File: config.mk
export PLATFORM = sky130hd
export DESIGN_NAME = tlc_loopback_cfg
export DESIGN_NICKNAME = d
export VERILOG_FILES = /design/src/tlc_pkg.sv /design/src/tlc_loopback_cfg.sv
export SDC_FILE = /design/constraint.sdc
export NUM_CORES = 1
export LEC_CHECK = 0
export BUFFER_PORTS_ARGS = -buffer_cell sky130_fd_sc_hd__buf_2
export CORE_MARGIN = 2
export CORE_UTILIZATION = 44
export CTS_CLUSTER_DIAMETER = 120
export DETAILED_ROUTE_END_ITERATION = 10
export GPL_TIMING_DRIVEN = 0
export PLACE_DENSITY = 0.82
export RECOVER_POWER = 25
export SLEW_MARGIN = 20
export SYNTH_ARGS = -nofsm -noshare
export SYNTH_HDL_FRONTEND = slang
export SYNTH_SLANG_ARGS = --single-unit
export TNS_END_PERCENT = 20
File: constraint.sdc
create_clock -name clk -period 2.05 [get_ports clk]
set_input_delay 0.205 -clock clk [delete_from_list [all_inputs] [get_ports clk]]
set_output_delay 0.205 -clock clk [all_outputs]
set_load 0.02 [all_outputs]
File: src/tlc_pkg.sv
// Functional notes
// [RL1] polarity bit sets signal-detect active level
// [RL2] dejitter loop timing selects recovered reference
// [RL3] plain loop timing replaces multiplier reference
// [RL4] mute receive outputs on signal loss
// [RL5] disable bit forces receive outputs low
// [RL6] lock-detect enable activates oscillator lock circuit
// [RL7] software writes zero to reserved bit one
// [RL8] local loopback routes transmit to receive
// [RL9] serial output stays valid during local loopback
// [RL10] serial remote loopback returns serial input
// [RL11] receive outputs valid in serial remote loopback
// [RL12] local and serial remote loopback may combine
// [RL13] parallel remote loopback feeds transmit fifo path
// [RL14] receive outputs valid in parallel remote loopback
// [RL15] software avoids other loopbacks with parallel remote
// [RL16] software flushes fifo when toggling parallel remote
// [RL17] software holds fifo reset two clock cycles
// [RL18] flush completes 8 to 10 cycles after release
// [RL19] lock flag meaningful only while detect enabled
// [RL20] signal loss flag reads one on loss
// [RL21] unused bits ignore writes, read zero
package tlc_pkg;

    localparam logic [7:0]  IDX_LINE_CFG    = 8'h04;
    localparam logic [7:0]  IDX_LB_DIAG     = 8'h05;
    localparam logic [7:0]  IDX_FIFO_FLUSH  = 8'h06;
    localparam logic [7:0]  IDX_LINE_STATUS = 8'h07;
    localparam int          ADDR_W          = 12;

    // line config bit positions
    localparam int          CFG_POLARITY    = 6;
    localparam int          CFG_LT_DEJIT    = 5;
    localparam int          CFG_LT_PLAIN    = 4;
    localparam int          CFG_MUTE_LOSS   = 3;
    localparam int          CFG_RX_DISABLE  = 2;
    localparam int          CFG_RSVD_RW     = 1;
    localparam int          CFG_LOCK_EN     = 0;
    localparam logic [7:0]  CFG_RW_MASK     = 8'h7f;
    localparam logic [7:0]  CFG_RESET       = 8'h00;

    // diag bit positions
    localparam int          DIAG_LOCAL_LB   = 2;
    localparam int          DIAG_SER_REM_LB = 1;
    localparam int          DIAG_PAR_REM_LB = 0;
    localparam logic [7:0]  DIAG_RW_MASK    = 8'h07;
    localparam logic [7:0]  DIAG_RESET      = 8'h00;

    // flush / status bit positions
    localparam int          FL_MANUAL_RST   = 0;
    localparam int          FL_BUSY         = 1;
    localparam int          ST_LOCK         = 0;
    localparam int          ST_LOSS         = 1;

    localparam logic [3:0]  FLUSH_TICKS     = 4'h8;
    localparam logic [3:0]  NIBBLE_ZERO     = 4'h0;
    localparam logic [31:0] WORD_ZERO       = 32'h0000_0000;

    typedef struct packed {
        logic       polarity;
        logic       lt_dejit;
        logic       lt_plain;
        logic       mute_loss;
        logic       rx_disable;
        logic       rsvd_rw;
        logic       lock_en;
    } tlc_cfg_s;

    typedef struct packed {
        logic       local_lb;
        logic       ser_rem_lb;
        logic       par_rem_lb;
    } tlc_diag_s;

    typedef enum logic [1:0] {
        FL_IDLE,
        FL_HOLD,
        FL_DRAIN
    } tlc_flush_e;

endpackage

File: src/tlc_loopback_cfg.sv
`timescale 1ns/1ps
module tlc_loopback_cfg
    import tlc_pkg::*;
(
    input  wire logic               clk,
    input  wire logic               rst_b,
    input  wire logic               psel,
    input  wire logic               penable,
    input  wire logic               pwrite,
    input  wire logic [ADDR_W-1:0]  paddr,
    input  wire logic [31:0]        pwdata,
    output logic      [31:0]        prdata,
    output logic                    pready,
    output logic                    pslverr,
    input  wire logic               ext_signal_detect_in,
    input  wire logic               osc_lock_raw,
    input  wire logic               tx_pclk_tick,
    input  wire logic [3:0]         rx_serial_to_parallel_conv_data,
    input  wire logic [3:0]         tx_par_data_in,
    input  wire logic               rx_serial_in,
    input  wire logic               tx_parallel_to_serial_conv_serial,
    output logic [3:0]              rx_parallel_data_out,
    output logic [3:0]              tx_fifo_data,
    output logic                    tx_serial_out,
    output logic                    dejit_ref_recovered,
    output logic                    cmu_ref_recovered,
    output logic                    osc_lock_detect_en,
    output logic                    tx_fifo_reset
);

    tlc_cfg_s           cfg_ff;
    tlc_diag_s          diag_ff;
    logic               fifo_rst_bit_ff;
    tlc_flush_e         flush_state_ff;
    logic [3:0]         flush_cnt_ff;
    logic               signal_loss_flag_ff;
    logic               osc_lock_flag_ff;
    logic [31:0]        prdata_ff;
    logic               pready_ff;
    logic               pslverr_ff;
    logic [3:0]         rx_out_ff;
    logic [3:0]         tx_fifo_ff;
    logic               tx_ser_ff;
    logic               dejit_ff;
    logic               cmu_ff;
    logic               lock_en_ff;
    logic               fifo_reset_ff;

    logic [7:0]         reg_idx;
    logic               idx_ok;
    logic               acc_phase;
    logic               wr_done;
    logic [7:0]         rd_byte;
    logic               sd_active;

    assign reg_idx   = paddr[9:2];
    assign idx_ok    = (paddr[1:0] == 2'b00) && (paddr[ADDR_W-1:10] == '0) &&
                       (reg_idx >= IDX_LINE_CFG) && (reg_idx <= IDX_LINE_STATUS);
    assign acc_phase = psel && penable;
    assign wr_done   = acc_phase && pready_ff && pwrite && idx_ok;

    // signal detect polarity: 0 active low, 1 active high
    assign sd_active = cfg_ff.polarity ? ext_signal_detect_in : !ext_signal_detect_in; // [RL1]

    // read mux, unused bits zero
    always_comb begin
        rd_byte = 8'h00;
        case (reg_idx)
            IDX_LINE_CFG: begin
                rd_byte = {1'b0, cfg_ff} & CFG_RW_MASK; // [RL21]
            end
            IDX_LB_DIAG: begin
                rd_byte = {5'b00000, diag_ff} & DIAG_RW_MASK; // [RL21]
            end
            IDX_FIFO_FLUSH: begin
                rd_byte[FL_MANUAL_RST] = fifo_rst_bit_ff;
                rd_byte[FL_BUSY]       = (flush_state_ff != FL_IDLE);
            end
            IDX_LINE_STATUS: begin
                rd_byte[ST_LOCK] = osc_lock_flag_ff;
                rd_byte[ST_LOSS] = signal_loss_flag_ff;
            end
            default: begin
                rd_byte = 8'h00;
            end
        endcase
    end

    // apb handshake, one wait state
    always_ff @(posedge clk or negedge rst_b) begin
        if (!rst_b) begin
            pready_ff  <= 1'b0;
            pslverr_ff <= 1'b0;
            prdata_ff  <= WORD_ZERO;
        end else if (acc_phase && !pready_ff) begin
            pready_ff  <= 1'b1;
            pslverr_ff <= !idx_ok;
            prdata_ff  <= (!pwrite && idx_ok) ? {24'h00_0000, rd_byte} : WORD_ZERO;
        end else begin
            pready_ff  <= 1'b0;
            pslverr_ff <= 1'b0;
            prdata_ff  <= WORD_ZERO;
        end
    end

    // line config register, reserved bit one stored as written
    always_ff @(posedge clk or negedge rst_b) begin
        if (!rst_b) begin
            cfg_ff <= tlc_cfg_s'(CFG_RESET[6:0]);
        end else if (wr_done && reg_idx == IDX_LINE_CFG) begin
            cfg_ff <= tlc_cfg_s'(pwdata[6:0]); // [RL21] [RL7]
        end
    end

    // loopback diag register, local and serial remote may coexist
    always_ff @(posedge clk or negedge rst_b) begin
        if (!rst_b) begin
            diag_ff <= tlc_diag_s'(DIAG_RESET[2:0]);
        end else if (wr_done && reg_idx == IDX_LB_DIAG) begin
            diag_ff <= tlc_diag_s'(pwdata[2:0]); // [RL12] [RL15]
        end
    end

    // manual fifo reset bit
    always_ff @(posedge clk or negedge rst_b) begin
        if (!rst_b) begin
            fifo_rst_bit_ff <= 1'b0;
        end else if (wr_done && reg_idx == IDX_FIFO_FLUSH) begin
            fifo_rst_bit_ff <= pwdata[FL_MANUAL_RST]; // [RL16]
        end
    end

    // flush sequencer counting tx parallel clock ticks
    always_ff @(posedge clk or negedge rst_b) begin
        if (!rst_b) begin
            flush_state_ff <= FL_IDLE;
            flush_cnt_ff   <= NIBBLE_ZERO;
        end else begin
            case (flush_state_ff)
                FL_IDLE: begin
                    if (fifo_rst_bit_ff) begin
                        flush_state_ff <= FL_HOLD; // [RL17]
                    end
                end
                FL_HOLD: begin
                    flush_cnt_ff <= NIBBLE_ZERO;
                    if (!fifo_rst_bit_ff) begin
                        flush_state_ff <= FL_DRAIN;
                    end
                end
                FL_DRAIN: begin
                    if (fifo_rst_bit_ff) begin
                        flush_state_ff <= FL_HOLD;
                    end else if (tx_pclk_tick) begin
                        if (flush_cnt_ff == FLUSH_TICKS - 4'h1) begin
                            flush_state_ff <= FL_IDLE; // [RL18]
                            flush_cnt_ff   <= NIBBLE_ZERO;
                        end else begin
                            flush_cnt_ff <= flush_cnt_ff + 4'h1;
                        end
                    end
                end
                default: begin
                    flush_state_ff <= FL_IDLE;
                    flush_cnt_ff   <= NIBBLE_ZERO;
                end
            endcase
        end
    end

    always_ff @(posedge clk or negedge rst_b) begin
        if (!rst_b) begin
            fifo_reset_ff <= 1'b0;
        end else begin
            fifo_reset_ff <= fifo_rst_bit_ff || (flush_state_ff != FL_IDLE); // [RL18]
        end
    end

    // status flags
    always_ff @(posedge clk or negedge rst_b) begin
        if (!rst_b) begin
            signal_loss_flag_ff <= 1'b0;
            osc_lock_flag_ff    <= 1'b0;
        end else begin
            signal_loss_flag_ff <= !sd_active; // [RL20]
            osc_lock_flag_ff    <= cfg_ff.lock_en && osc_lock_raw; // [RL19]
        end
    end

    // receive parallel output path
    always_ff @(posedge clk or negedge rst_b) begin
        if (!rst_b) begin
            rx_out_ff <= NIBBLE_ZERO;
        end else if (cfg_ff.rx_disable) begin
            rx_out_ff <= NIBBLE_ZERO; // [RL5]
        end else if (cfg_ff.mute_loss && !sd_active) begin
            rx_out_ff <= NIBBLE_ZERO; // [RL4]
        end else if (diag_ff.local_lb) begin
            rx_out_ff <= tx_par_data_in; // [RL8]
        end else begin
            rx_out_ff <= rx_serial_to_parallel_conv_data; // [RL11] [RL14]
        end
    end

    // transmit fifo input, receive data in parallel remote loopback
    always_ff @(posedge clk or negedge rst_b) begin
        if (!rst_b) begin
            tx_fifo_ff <= NIBBLE_ZERO;
        end else if (diag_ff.par_rem_lb) begin
            tx_fifo_ff <= rx_serial_to_parallel_conv_data; // [RL13]
        end else begin
            tx_fifo_ff <= tx_par_data_in;
        end
    end

    // serial transmit output
    always_ff @(posedge clk or negedge rst_b) begin
        if (!rst_b) begin
            tx_ser_ff <= 1'b0;
        end else if (diag_ff.ser_rem_lb) begin
            tx_ser_ff <= rx_serial_in; // [RL10]
        end else begin
            tx_ser_ff <= tx_parallel_to_serial_conv_serial; // [RL9]
        end
    end

    // clock reference selects and lock detect enable
    always_ff @(posedge clk or negedge rst_b) begin
        if (!rst_b) begin
            dejit_ff   <= 1'b0;
            cmu_ff     <= 1'b0;
            lock_en_ff <= 1'b0;
        end else begin
            dejit_ff   <= cfg_ff.lt_dejit; // [RL2]
            cmu_ff     <= cfg_ff.lt_plain; // [RL3]
            lock_en_ff <= cfg_ff.lock_en; // [RL6]
        end
    end

    assign prdata               = prdata_ff;
    assign pready               = pready_ff;
    assign pslverr              = pslverr_ff;
    assign rx_parallel_data_out = rx_out_ff;
    assign tx_fifo_data         = tx_fifo_ff;
    assign tx_serial_out        = tx_ser_ff;
    assign dejit_ref_recovered  = dejit_ff;
    assign cmu_ref_recovered    = cmu_ff;
    assign osc_lock_detect_en   = lock_en_ff;
    assign tx_fifo_reset        = fifo_reset_ff;

endmodule

==> reports/summary.md, run 1 <==
At the pin with the least slew margin, the transition time is 1.02 ns. The logs give 0.179 for the logic gate share of total power and 0 for the residual overflow from global routing. The share of total power in sequential cells was 0.497.

The post-layout instance count excluding filler cells is 295. The switching share of power was 0.275; the share of the yosys chip area belonging to registers was 0.533. The total leakage power was 1.32 nW.

The register-to-register setup slack is 0.23 ns, and the die width is 70.2 um. The maximum clock insertion buffer count is 2. Buffers placed on the I/O ports in this run total 57.

The switching power total is 0.524 mW, and the worst path required time is 2.22 ns. The clock arrives with 0.00766 ns of skew. The startpoint of the most critical register-to-register path was pready. Traced cell by cell, the critical path runs through nor4bb_1 -> nand4_1 -> nor4_1. For the initial core utilization, the log shows 0.448. The worst path arrival time is 2.00 ns, and the share of the cycle needed by the critical path after routing is 0.889. The area used by sequential logic in the layout was 1030 um^2; the tightest slew margin relative to the limit was 0.312. The run gives 392 as the number of fillers in the final layout. Once placement finished, the instance area stood at 2370 um^2. The total design power came out at 1.91 mW. The number of placed instances with taps included is 288, and the number of remaining DRC errors is 0.

Summing over every cut layer, the via total after detailed routing is 1416. The largest individual stage delay along the critical path comes from the cell nor4bb_1. In this run the clock root is driven by a clkbuf_8.

The tools report the number of antenna cells inserted as 0. Once detail routing completed, the nets flagged for antenna violations numbered 0. For this run, the top clock speed supported by timing is 549 MHz. The run gives 0.575 as the core utilization of the finished layout. The run gives 3770 um as the total length of routed wires.

Entering global routing, the biggest net connects 42 pins. The post-cts hold buffer count was 0. Across all hold checks on the routed design, the worst slack comes to 0.0647 ns.

After routing, the total negative slack on setup checks comes to 0 ns. Clock latency on the worst-skew pair, taken at its later pin, is 0.29 ns. After floorplanning, the core was sized to cover 4290 um^2. For the worst flop-to-flop path, the logic depth is 3.

The number of max-slew violations in the final report came out at 0. The first global-routing pass estimated 6310 um of wire. In this design, the stage delay of the slowest critical-path cell is 0.68 ns.

The average vias per placed instance was 4.80. The run finished with clean final reports. The critical path is of the reg -> reg type. Critical path's top delay family: simple AND/OR/NAND/NOR gates.

The power per standard cell area works out to 771 nW/um^2. Counting both buffers and inverters, the worst setup path holds a total of 0. The H-tree generated during clock tree synthesis spans 2 levels. The run gives 0.368 mV as the maximum VDD drop. Of all nets on the critical path, the largest fanout is 5. The clock slew at the register clock pins of the worst setup and hold paths is 0.08 ns. The logs give 109 for the top-level port count and 41 for the sink count of the clock tree. The fraction of final layout cells sized beyond drive strength 1 was 0.449.

The clock period could shrink to 1.82 ns. The number of resized instances in the post-cts repair step is 0. The final worst-path setup slack came out at 0.227 ns.

The logs give 5 for the CTS buffer count and 2470 um^2 for the post-route cell area. The multi-input combinational cells in the finished layout cover a total of 783 um^2. The total of warnings raised by yosys is 0.

For the internal power component, the log shows 1.38 mW. The total routing resource utilization after global routing is 0.168, and the average footprint of a synthesized cell is 12.4 um^2. Critical path startpoint category: a register. The number of flip-flops and latches in the synthesized netlist is 41, and the row count is 24. The clock network fraction of design power was 0.324; the first-iteration detailed-routing DRC count was 72. The tools report the number of buffers inserted to repair setup after CTS as 0. For the initial antenna violation count, the log shows 0. The number of global-route vias before repair was 1382. TritonCTS built the clock tree.

From synthesis to final layout, the design area changed by 28.3%. The die height was 70.2 um. Setup repair after global routing left no endpoint under its margin.

The die area is 4920 um^2, and the number of nets in the finished design is 306. Across the run, the number of max-cap violations was 0. The run gives 1930 um^2 as the netlist area before placement.

The endpoint kind of the worst setup timing path was a register. After legalization and detailed placement, the total HPWL measured 2860 um. The number of failing hold endpoints at the final stage was 0; the routed length per placed instance was 12.8 um. The routability-driven placement congestion ratio was 0.762. Prior to clock tree synthesis, the placed netlist has a worst setup slack of -0.0208 ns. Synthesis produced a netlist whose cell count is 155. The classification of the worst-slack hold path was in -> async. Number of endpoints failing setup at the final stage: 0. The worst register-to-register path ends at prdata[2].

The logs give 37 for the count of unique library cells instantiated by Yosys and 4 for the first-pass iteration count of the detailed router.
per-layer routing:
layer  track usage  share of wire  up-vias  routed length, um
met5             0              0        -                  0
met4        0.0577          0.014        0                 54
met3        0.0606          0.071        6                269
met2         0.273           0.50       54               1900
met1         0.206           0.41      669               1550
li1              -              -      687                  -
layout by cell type (no fill, tap or decap), types with 5 or more instances in the layout:
master | synthesis | layout
conb_1 | 1 | 25
nor2_1 | 8 | 8
a21oi_1 | 5 | 5
dfrtp_1 | 41 | 41
buf_4 | 25 | 25
mux2i_1 | 8 | 8
buf_2 | 0 | 56
clkbuf_8 | 0 | 5
and4b_1 | 5 | 5
mux2_2 | 16 | 16
power by group through the flow:
stage | logic, mW | clock network (mW) | registers (mW)
3_3_place_gp | 0.324 | 0 | 0.950
2_1_floorplan | 0.208 | 0 | 0.969
6_report | 0.341 | 0.617 | 0.947
3_5_place_dp | 0.337 | 0 | 0.958
5_1_grt | 0.379 | 0.675 | 0.957
4_1_cts | 0.342 | 0.637 | 0.945
registers in the layout (all words and copies together), names as in the netlist:
register,flops
cfg_ff,7
cmu_ref_recovered,1
dejit_ref_recovered,1
diag_ff,3
fifo_rst_bit_ff,1
flush_cnt_ff,4
flush_state_ff,2
osc_lock_detect_en,1
osc_lock_flag_ff,1
prdata,7
pready,1
pslverr,1
rx_parallel_data_out,4
signal_loss_flag_ff,1
tx_fifo_data,4
tx_fifo_reset,1
tx_serial_out,1
area by class of cell:
cell class / count / area share
Buffer: 29 / 0.0821
Clock buffer: 5 / 0.0279
Clock inverter: 2 / 0.0142
Inverter: 1 / 0.00152
Multi-Input combinational cell: 108 / 0.317
Sequential cell: 41 / 0.415
Tap cell: 52 / 0.0263
Timing Repair Buffer: 57 / 0.116
worst max-delay path by stage:
stage / endpoint / cells after the start / from / slack [ns]
after floorplan: cfg_ff[0] / 3 / paddr[5] / 0.31
after detailed placement: cfg_ff[1] / 4 / paddr[5] / -0.02
after global routing: prdata[2] / 3 / pready / 0.07
final: prdata[2] / 3 / pready / 0.23
after CTS: prdata[2] / 3 / pready / 0.24
after global placement: cfg_ff[1] / 4 / paddr[5] / 0.04
kinds of logic after synthesis:
| kind of cell | synth area share |
|---|---|
| XOR/XNOR | 0.00910 |
| buffers and inverters | 0.107 |
| flip-flops | 0.533 |
| AO/OA/AOI/OAI | 0.0500 |
| multiplexers | 0.135 |
| other | 0.00195 |
| AND/OR/NAND/NOR | 0.157 |
| adder cells (fa/ha/maj) | 0.00650 |
cell usage after synthesis:
| master | count | share of area |
|---|---|---|
| dfrtp_1 | 41 | 0.53 |
| buf_4 | 25 | 0.097 |
| mux2_2 | 16 | 0.094 |
| mux2i_1 | 8 | 0.042 |
| nor2_1 | 8 | 0.016 |
| a21oi_1 | 5 | 0.013 |
| and4b_1 | 5 | 0.026 |
| clkbuf_1 | 4 | 0.0078 |
| nand3_1 | 4 | 0.010 |
| nand2_1 | 3 | 0.0058 |
| nand4_1 | 3 | 0.0097 |
| o21a_1 | 3 | 0.012 |
| nand3b_1 | 2 | 0.0078 |
| nand4b_1 | 2 | 0.0091 |
| nor4_1 | 2 | 0.0065 |
| nor4b_1 | 2 | 0.0091 |
| xor2_1 | 2 | 0.0091 |
| a2111o_1 | 1 | 0.0058 |
| a21boi_0 | 1 | 0.0039 |
| a21o_1 | 1 | 0.0039 |
| a311o_1 | 1 | 0.0052 |
| and2_1 | 1 | 0.0033 |
| and4_1 | 1 | 0.0045 |
| conb_1 | 1 | 0.0019 |
| ha_1 | 1 | 0.0065 |
| inv_1 | 1 | 0.0019 |
| nand2b_1 | 1 | 0.0033 |
| nor4_2 | 1 | 0.0065 |
| nor4_4 | 1 | 0.011 |
| nor4bb_1 | 1 | 0.0052 |
| o211ai_1 | 1 | 0.0039 |
| o21ai_0 | 1 | 0.0026 |
| or3_1 | 1 | 0.0033 |
| or4_1 | 1 | 0.0039 |
| or4_4 | 1 | 0.0058 |
| or4b_1 | 1 | 0.0052 |
| or4b_2 | 1 | 0.0052 |
Note: power is estimated with default switching activity, not from simulation.
==> run 2, diff against run 1 <==
--- a/config.mk
+++ b/config.mk
@@ -13,6 +13,7 @@
 export GPL_TIMING_DRIVEN = 0
 export PLACE_DENSITY = 0.82
 export RECOVER_POWER = 25
+export SETUP_SLACK_MARGIN = 0.5
 export SLEW_MARGIN = 20
 export SYNTH_ARGS = -nofsm -noshare
 export SYNTH_HDL_FRONTEND = slang
==> reports/summary.md, run 2 (synthesis gave the netlist of run 1 again) <==
For the worst-skew pair, the clock arrives at the later sink with an insertion delay of 0.29 ns. The actual slew at the worst max-slew pin was 0.993 ns. The clock slew at the register clock pins of the worst setup and hold paths is 0.08 ns. The tools report the number of fillers in the final layout as 386. Relative to the synthesized area, the layout overhead comes to 31.3%. Setup repair after global routing could not meet its margin everywhere. Endpoint kind of the worst setup timing path: a register. The first detailed-routing pass ran for 4 iterations.

The tools report the clock skew as 0.00759 ns. Summed over all layers, the routed wires come to 3810 um. Walking the worst path, the cells encountered are buf_2 -> or4_4 -> nor4_4 -> buf_6 -> mux2_2. The CTS buffer count is 5, and the total met3 wirelength after detailed routing is 240 um. After floorplanning, the core was sized to cover 4290 um^2. Hold timing on the final database bottoms out at a slack of 0.0700 ns. After routing, the total negative slack on setup checks comes to 0 ns. Depth of the CTS H-tree: 2. Once layout is done, the placed cells without fillers occupy 2530 um^2. Of all nets on the critical path, the largest fanout is 7. For this design, the slowest cell found on the critical path is or4_4.

In the routed design, unresolved DRC markers number 0. After detailed routing, the number of vias per cell comes to 4.70. Across all register-to-register paths, the minimum setup slack is 0.55 ns. The tools report the critical path startpoint category as a primary input. For this run, the top clock speed supported by timing is 666 MHz. The die width came out at 70.2 um. The number of antenna cells inserted was 0.

For the number of failing hold endpoints at the final stage, the log shows 0. In this run the static leakage power is 1.36 nW. The count of buffers from port buffering is 57. The row count was 24; the maximum clock insertion buffer count was 2. Once detail routing completed, the nets flagged for antenna violations numbered 0. The run gives 0 as the initial antenna violation count.

The placed instances occupy a cell area of 2370 um^2. The logs give 42 for the maximum number of pins on one net before global-route repair and 1.67 ns for the worst path arrival time. The run gives 4920 um^2 as the die area.

Across the VDD grid, the largest voltage drop is 0.557 mV. Fraction of final layout cells sized beyond drive strength 1: 0.474. For the total routing resource utilization after global routing, the log shows 0.155.

In this run the top signal layer used is met4. The die height was 70.2 um; the post-layout instance count excluding filler cells was 299. The share of the cycle needed by the critical path after routing works out to 0.732. Summing all multi-input logic gate instances after layout gives 836 um^2.

The run finished with clean final reports. During I/O placement, the number of pins put on the boundary was 109. Clock tree synthesis selected as its root buffer the cell clkbuf_8.

The tools report the number of nets in the finished design as 309. Wire segments on met2 add up to 2020 um in the final route. The wire-length estimate of the detail-placed layout is 2900 um. The number of max-slew violations in the final report was 0. In the layout the commonest cells are buf_2 (56), dfrtp_1 (41), buf_4 (27), conb_1 (25), mux2_2 (13).

The area used by sequential logic in the layout is 1030 um^2, and the count of max-cap constraint violations is 0. The routed design could run at a clock period as short as 1.50 ns. The routability-driven placement congestion ratio was 0.721; the tightest slew margin relative to the limit was 0.338. The largest single stage delay on the critical path is 0.55 ns. The routed length per placed instance was 12.8 um. Including well taps, the total number of placed cells is 288. The leading cell type in the layout, fill and taps excluded is buf_2. STA puts the critical path data required time at 2.22 ns.

The first global-routing pass estimated 5930 um of wire. The power per standard cell area is 704 nW/um^2, and the length of routed wiring on met1 is 1510 um. The logs give 0.448 for the initial core utilization and 1384 for the number of global-route vias before repair. In this run the worst hold path is classified as in -> async.

The first-iteration detailed-routing DRC count was 56. For the post-cts hold buffer count, the log shows 0. Detailed routing inserted a total of 1406 vias. Core utilization of the finished layout: 0.589. Setup violations remaining at the end of the flow were counted as 0. The kind of critical path was in -> reg.

TritonCTS built the clock tree. The sink count of the clock tree is 41, and the residual overflow from global routing is 0.
run 2: final timing paths:
kind / end / cells after the start / start
worst max-delay path: cfg_ff[1] / 5 / paddr[7]
worst min-delay path: flush_cnt_ff[3] / 1 / rst_b
worst max register to register: cfg_ff[1] / 4 / pready
worst min register to register: dejit_ref_recovered / 0 / cfg_ff[5]
max in group asynchronous: tx_serial_out / 1 / rst_b
min in group clk: signal_loss_flag_ff / 2 / ext_signal_detect_in
run 2: metal layers:
metal	track usage	up-vias
li1	-	693
met5	0	-
met1	0.176	662
met4	0.0705	0
met3	0.0433	4
met2	0.271	47
run 2: cell type report:
cell class	instances	area share
plain buffers	29	0.0807
clock buffers	6	0.0287
clock inverters	2	0.00396
inverters	1	0.00148
multi-input cells	108	0.331
flip-flops and latches	41	0.406
well taps	52	0.0257
repair buffers	60	0.123
run 2: through the flow:
step	total power [mW]	worst slack (ns)
2_1_floorplan	1.18	0.335
3_3_place_gp	1.28	0.109
3_5_place_dp	1.29	0.0959
4_1_cts	1.78	0.458
5_1_grt	1.87	0.503
6_report	1.78	0.549
run 2: timing repair:
item	4_1_cts	5_1_grt
endpoints found under the setup margin	16	19
pin swaps	2	3
setup buffers	2	1
resized for setup	2	10
run 2: worst max-delay path, delay by kind of cell:
kind | cells | cell delay, ns
buf+inv | 2 | 0.30
simple gates | 2 | 0.84
mux | 1 | 0.33
run 2: power breakdown:
part / internal (mW) / leakage (nW) / switching, mW / total (mW)
registers: 0.878 / 0.538 / 0.0613 / 0.939
clock network: 0.236 / 0.0450 / 0.261 / 0.497
logic: 0.153 / 0.772 / 0.190 / 0.343
==> run 3, diff against run 2 <==
--- a/config.mk
+++ b/config.mk
@@ -5,9 +5,10 @@
 export SDC_FILE = /design/constraint.sdc
 export NUM_CORES = 1
 export LEC_CHECK = 0
+export ABC_AREA = 1
 export BUFFER_PORTS_ARGS = -buffer_cell sky130_fd_sc_hd__buf_2
 export CORE_MARGIN = 2
-export CORE_UTILIZATION = 44
+export CORE_UTILIZATION = 45
 export CTS_CLUSTER_DIAMETER = 120
 export DETAILED_ROUTE_END_ITERATION = 10
 export GPL_TIMING_DRIVEN = 0
==> constraint.sdc (replaced) <==
create_clock -name clk -period 1.56 [get_ports clk]
set_input_delay 0.156 -clock clk [delete_from_list [all_inputs] [get_ports clk]]
set_output_delay 0.156 -clock clk [all_outputs]
set_load 0.02 [all_outputs]
==> reports/summary.md, run 3 <==
The run finished with clean final reports. In this run, CTS created clock tree buffers numbering 5. The logs give 4340 um for the total length of routed wires and 368 for the number of placed instances with taps included. The tools report the number of global-route vias before repair as 1631. The count of nets left with antenna violations once routing finished came out at 0. The critical path crosses 3 cells after its start point. The number of buffers and inverters on the critical path works out to 0. The floorplan step defined a die boundary enclosing 5200 um^2.

After detailed routing, the number of remaining DRC violations is 0. Setup violations remaining at the end of the flow were counted as 0. Launch point of the critical path: cfg_ff[6]. The share of the cycle needed by the critical path after routing came out at 0.696. Leading cell type in the layout, fill and taps excluded: buf_2. Global routing finished with a remaining overflow of 0. The most common flop cell mapped by yosys was dfrtp_1. The tightest hold margin was 0.00518 ns; the power per standard cell area was 949 nW/um^2.

The switching power total came out at 0.712 mW. The filler cells instantiated in the layout total 357. The tree is rooted in a clkbuf_8. For this run, the number of Yosys warnings is 0.

The synthesized netlist occupies a cell area of 2090 um^2. After synthesis, the most frequently instantiated cells are nand2_1 (51), dfrtp_1 (41), buf_4 (25), nand3_1 (22), nor2_1 (21). The proportion of synthesized flip-flops having asynchronous set or reset is 1.00. The endpoint kind of the worst setup timing path was a register. In this run the vertical extent of the chip is 72.1 um. Ranked by total cell area, the synthesized netlist is headed by dfrtp_1 (49%), nand2_1 (9.2%), buf_4 (9.0%). The switching share of power works out to 0.275. The endpoint identified for the worst register-to-register timing path is rx_parallel_data_out[3]. dfrtp_1 takes more of the synthesized area than any other cell. Data arrives at the worst endpoint at 1.31 ns.

A synthesized cell averages 8.93 um^2. Entering global routing, the biggest net connects 42 pins. The clock passes through at most 2 buffers. Along the worst path, the maximum fanout reaches 4.

The depth of the most critical reg-to-reg path is 3, and the share of total power in sequential cells is 0.470. The congestion estimate from routability-driven global placement came to 0.834. Number of max-slew violations in the final report: 0. TritonCTS built the clock tree.

Initial core utilization: 0.473. Startpoint of the most critical register-to-register path: cfg_ff[6]. Share of the yosys chip area belonging to registers: 0.491.

The run gives 0 as the number of failing hold endpoints at the final stage. The kind of critical path was reg -> reg. The setup total negative slack is 0 ns.

The tools report the total routing resource utilization after global routing as 0.180. The slowest stage of the critical path belongs to the cell dfrtp_1. Across the routed clock network, the largest skew measured is 0.00593 ns. nand2_1 is the most common cell in the netlist. The top cell types in the final layout, fill and taps aside, are buf_2 (57), nand2_1 (50), dfrtp_1 (40), buf_4 (30), conb_1 (25).

Clock-pin slew was measured on the worst setup and hold paths at 0.07 ns. Fraction of final layout cells sized beyond drive strength 1: 0.373. On the worst path, the slowest cell contributes a delay of 0.38 ns. Setup repair after global routing could not meet its margin everywhere.

The later pin in the worst-skew pair is clocked with a latency of 0.29 ns. Across all register-to-register paths, the minimum setup slack is 0.47 ns. The logs give 0.356 for the tightest slew margin relative to the limit and 392 for the number of nets in the finished design. The area fraction of the dominant cell type after synthesis works out to 0.491.

The total leakage power is 1.57 nW. The logic gate share of total power is 0.198, and the post-layout instance count excluding filler cells is 382. The number of antenna diodes in the final layout is 0. The count of flip-flops with a built-in enable after synthesis was 0.

The logs give 920 MHz for the highest clock rate and 4 for the first-pass iteration count of the detailed router. CTS built an H-tree with a depth of 2. The HPWL after detailed placement is 3270 um. After detailed routing, the average wire length per cell comes to 11.4 um. The clock network fraction of design power came out at 0.332. The synthesized netlist contains 30 unique library cells. IR analysis of the VDD net gives a maximum drop of 0.486 mV. The run gives 7330 um as the first-pass GRT wire length. The layout-stage area growth over the synthesis result came out at 30.5%. Subtracting the final worst setup slack from the clock period gives 1.09 ns. The average vias per placed instance was 4.63; the die width was 72.1 um.

The run gives 24 as the row count. Across the run, the number of max-cap violations was 0. In this run, post-CTS hold repair placed 0 buffers. For this block, the via count after detailed routing is 1767. The run gives 126 as the first-iteration detailed-routing DRC count. The critical path's top delay family was simple AND/OR/NAND/NOR gates. The synthesized instance count was 234. The number of flip-flops and latches in the synthesized netlist was 41. The most critical setup path has its endpoint at rx_parallel_data_out[3]. The logs give 0 for the initial antenna violation count and 109 for the top-level port count. Traced cell by cell, the critical path runs through or2_2 -> a31o_2 -> nor2_1. During placement, the flow inserted port buffers numbering 58. Actual slew at the worst max-slew pin: 0.966 ns. The worst setup path is launched from a register.

Data on the critical path is required at its endpoint by 1.78 ns. After floorplanning, the core was sized to cover 4410 um^2. Internal power component: 1.88 mW. The sink count of the clock tree was 41. The classification of the worst-slack hold path was in -> async.
-- run 3: cell count changes after synthesis, moves of 9 or more --
cell     change
nand3_1     +18
o21ai_0      +9
nand4_1     +10
mux2_2      -15
nor2_1      +13
nand2_1     +48
inv_1       +16
-- run 3: what timing repair did --
| action | CTS | global route |
|---|---|---|
| cloned | 0 | 0 |
| setup endpoints to repair | 20 | 28 |
| hold endpoints to repair | 0 | 0 |
| buffers inserted | 3 | 3 |
| resized for setup | 1 | 5 |
| pin swaps | 4 | 1 |
-- run 3: cell families after synthesis --
family / after synthesis / share of synthesized area
simple gates: 125 / 0.315
buf+inv: 48 / 0.135
flops: 41 / 0.491
compound gates: 16 / 0.0413
fa+ha+maj: 1 / 0.00599
other cells: 1 / 0.00179
xor+xnor: 1 / 0.00419
mux: 1 / 0.00539
-- run 3: how the worst min path moves through the flow --
stage | from | to | slack (ns) | cells past startpoint
4_1_cts | rst_b | cfg_ff[1] | 0.01 | 1
2_1_floorplan | rst_b | cfg_ff[0] | -0.14 | 0
6_report | rst_b | osc_lock_detect_en | 0.005 | 1
3_3_place_gp | rst_b | osc_lock_detect_en | 0.32 | 1
3_5_place_dp | rst_b | osc_lock_detect_en | 0.33 | 1
5_1_grt | rst_b | cfg_ff[2] | 0.09 | 1
-- run 3: power by group through the flow --
stage	combinational [mW]	sequential, mW	clock (mW)
floorplan	0.293	1.26	0
global placement	0.459	1.23	0
detailed placement	0.482	1.24	0
CTS	0.511	1.21	0.876
global route	0.565	1.23	0.924
finish	0.514	1.22	0.859
-- run 3: metrics by stage --
stage | util | instance area [um^2] | power (mW) | setup slack (ns)
5_1_grt | 0.618 | 2730 | 2.72 | 0.373
3_5_place_dp | 0.577 | 2540 | 1.72 | 0.408
4_1_cts | 0.608 | 2680 | 2.60 | 0.453
2_1_floorplan | - | 2190 | 1.56 | 0.496
6_report | 0.618 | 2730 | 2.59 | 0.474
3_3_place_gp | 0.577 | 2540 | 1.69 | 0.434
-- run 3: cell type report --
class	count	area, um^2	area share
flip-flops and latches	41	1030	0.377
multi-input cells	169	881	0.323
repair buffers	64	348	0.128
plain buffers	29	219	0.0803
clock buffers	7	86.3	0.0317
inverters	19	71.3	0.0261
well taps	52	65.1	0.0239
clock inverters	1	30.0	0.0110
-- run 3: routing by layer --
layer | global-route usage | vias to the layer above | wire length [um]
met5 | 0 | - | 0
met2 | 0.294 | 70 | 2110
met4 | 0.0692 | 0 | 78
met1 | 0.236 | 792 | 1830
met3 | 0.0389 | 7 | 318
li1 | - | 898 | -
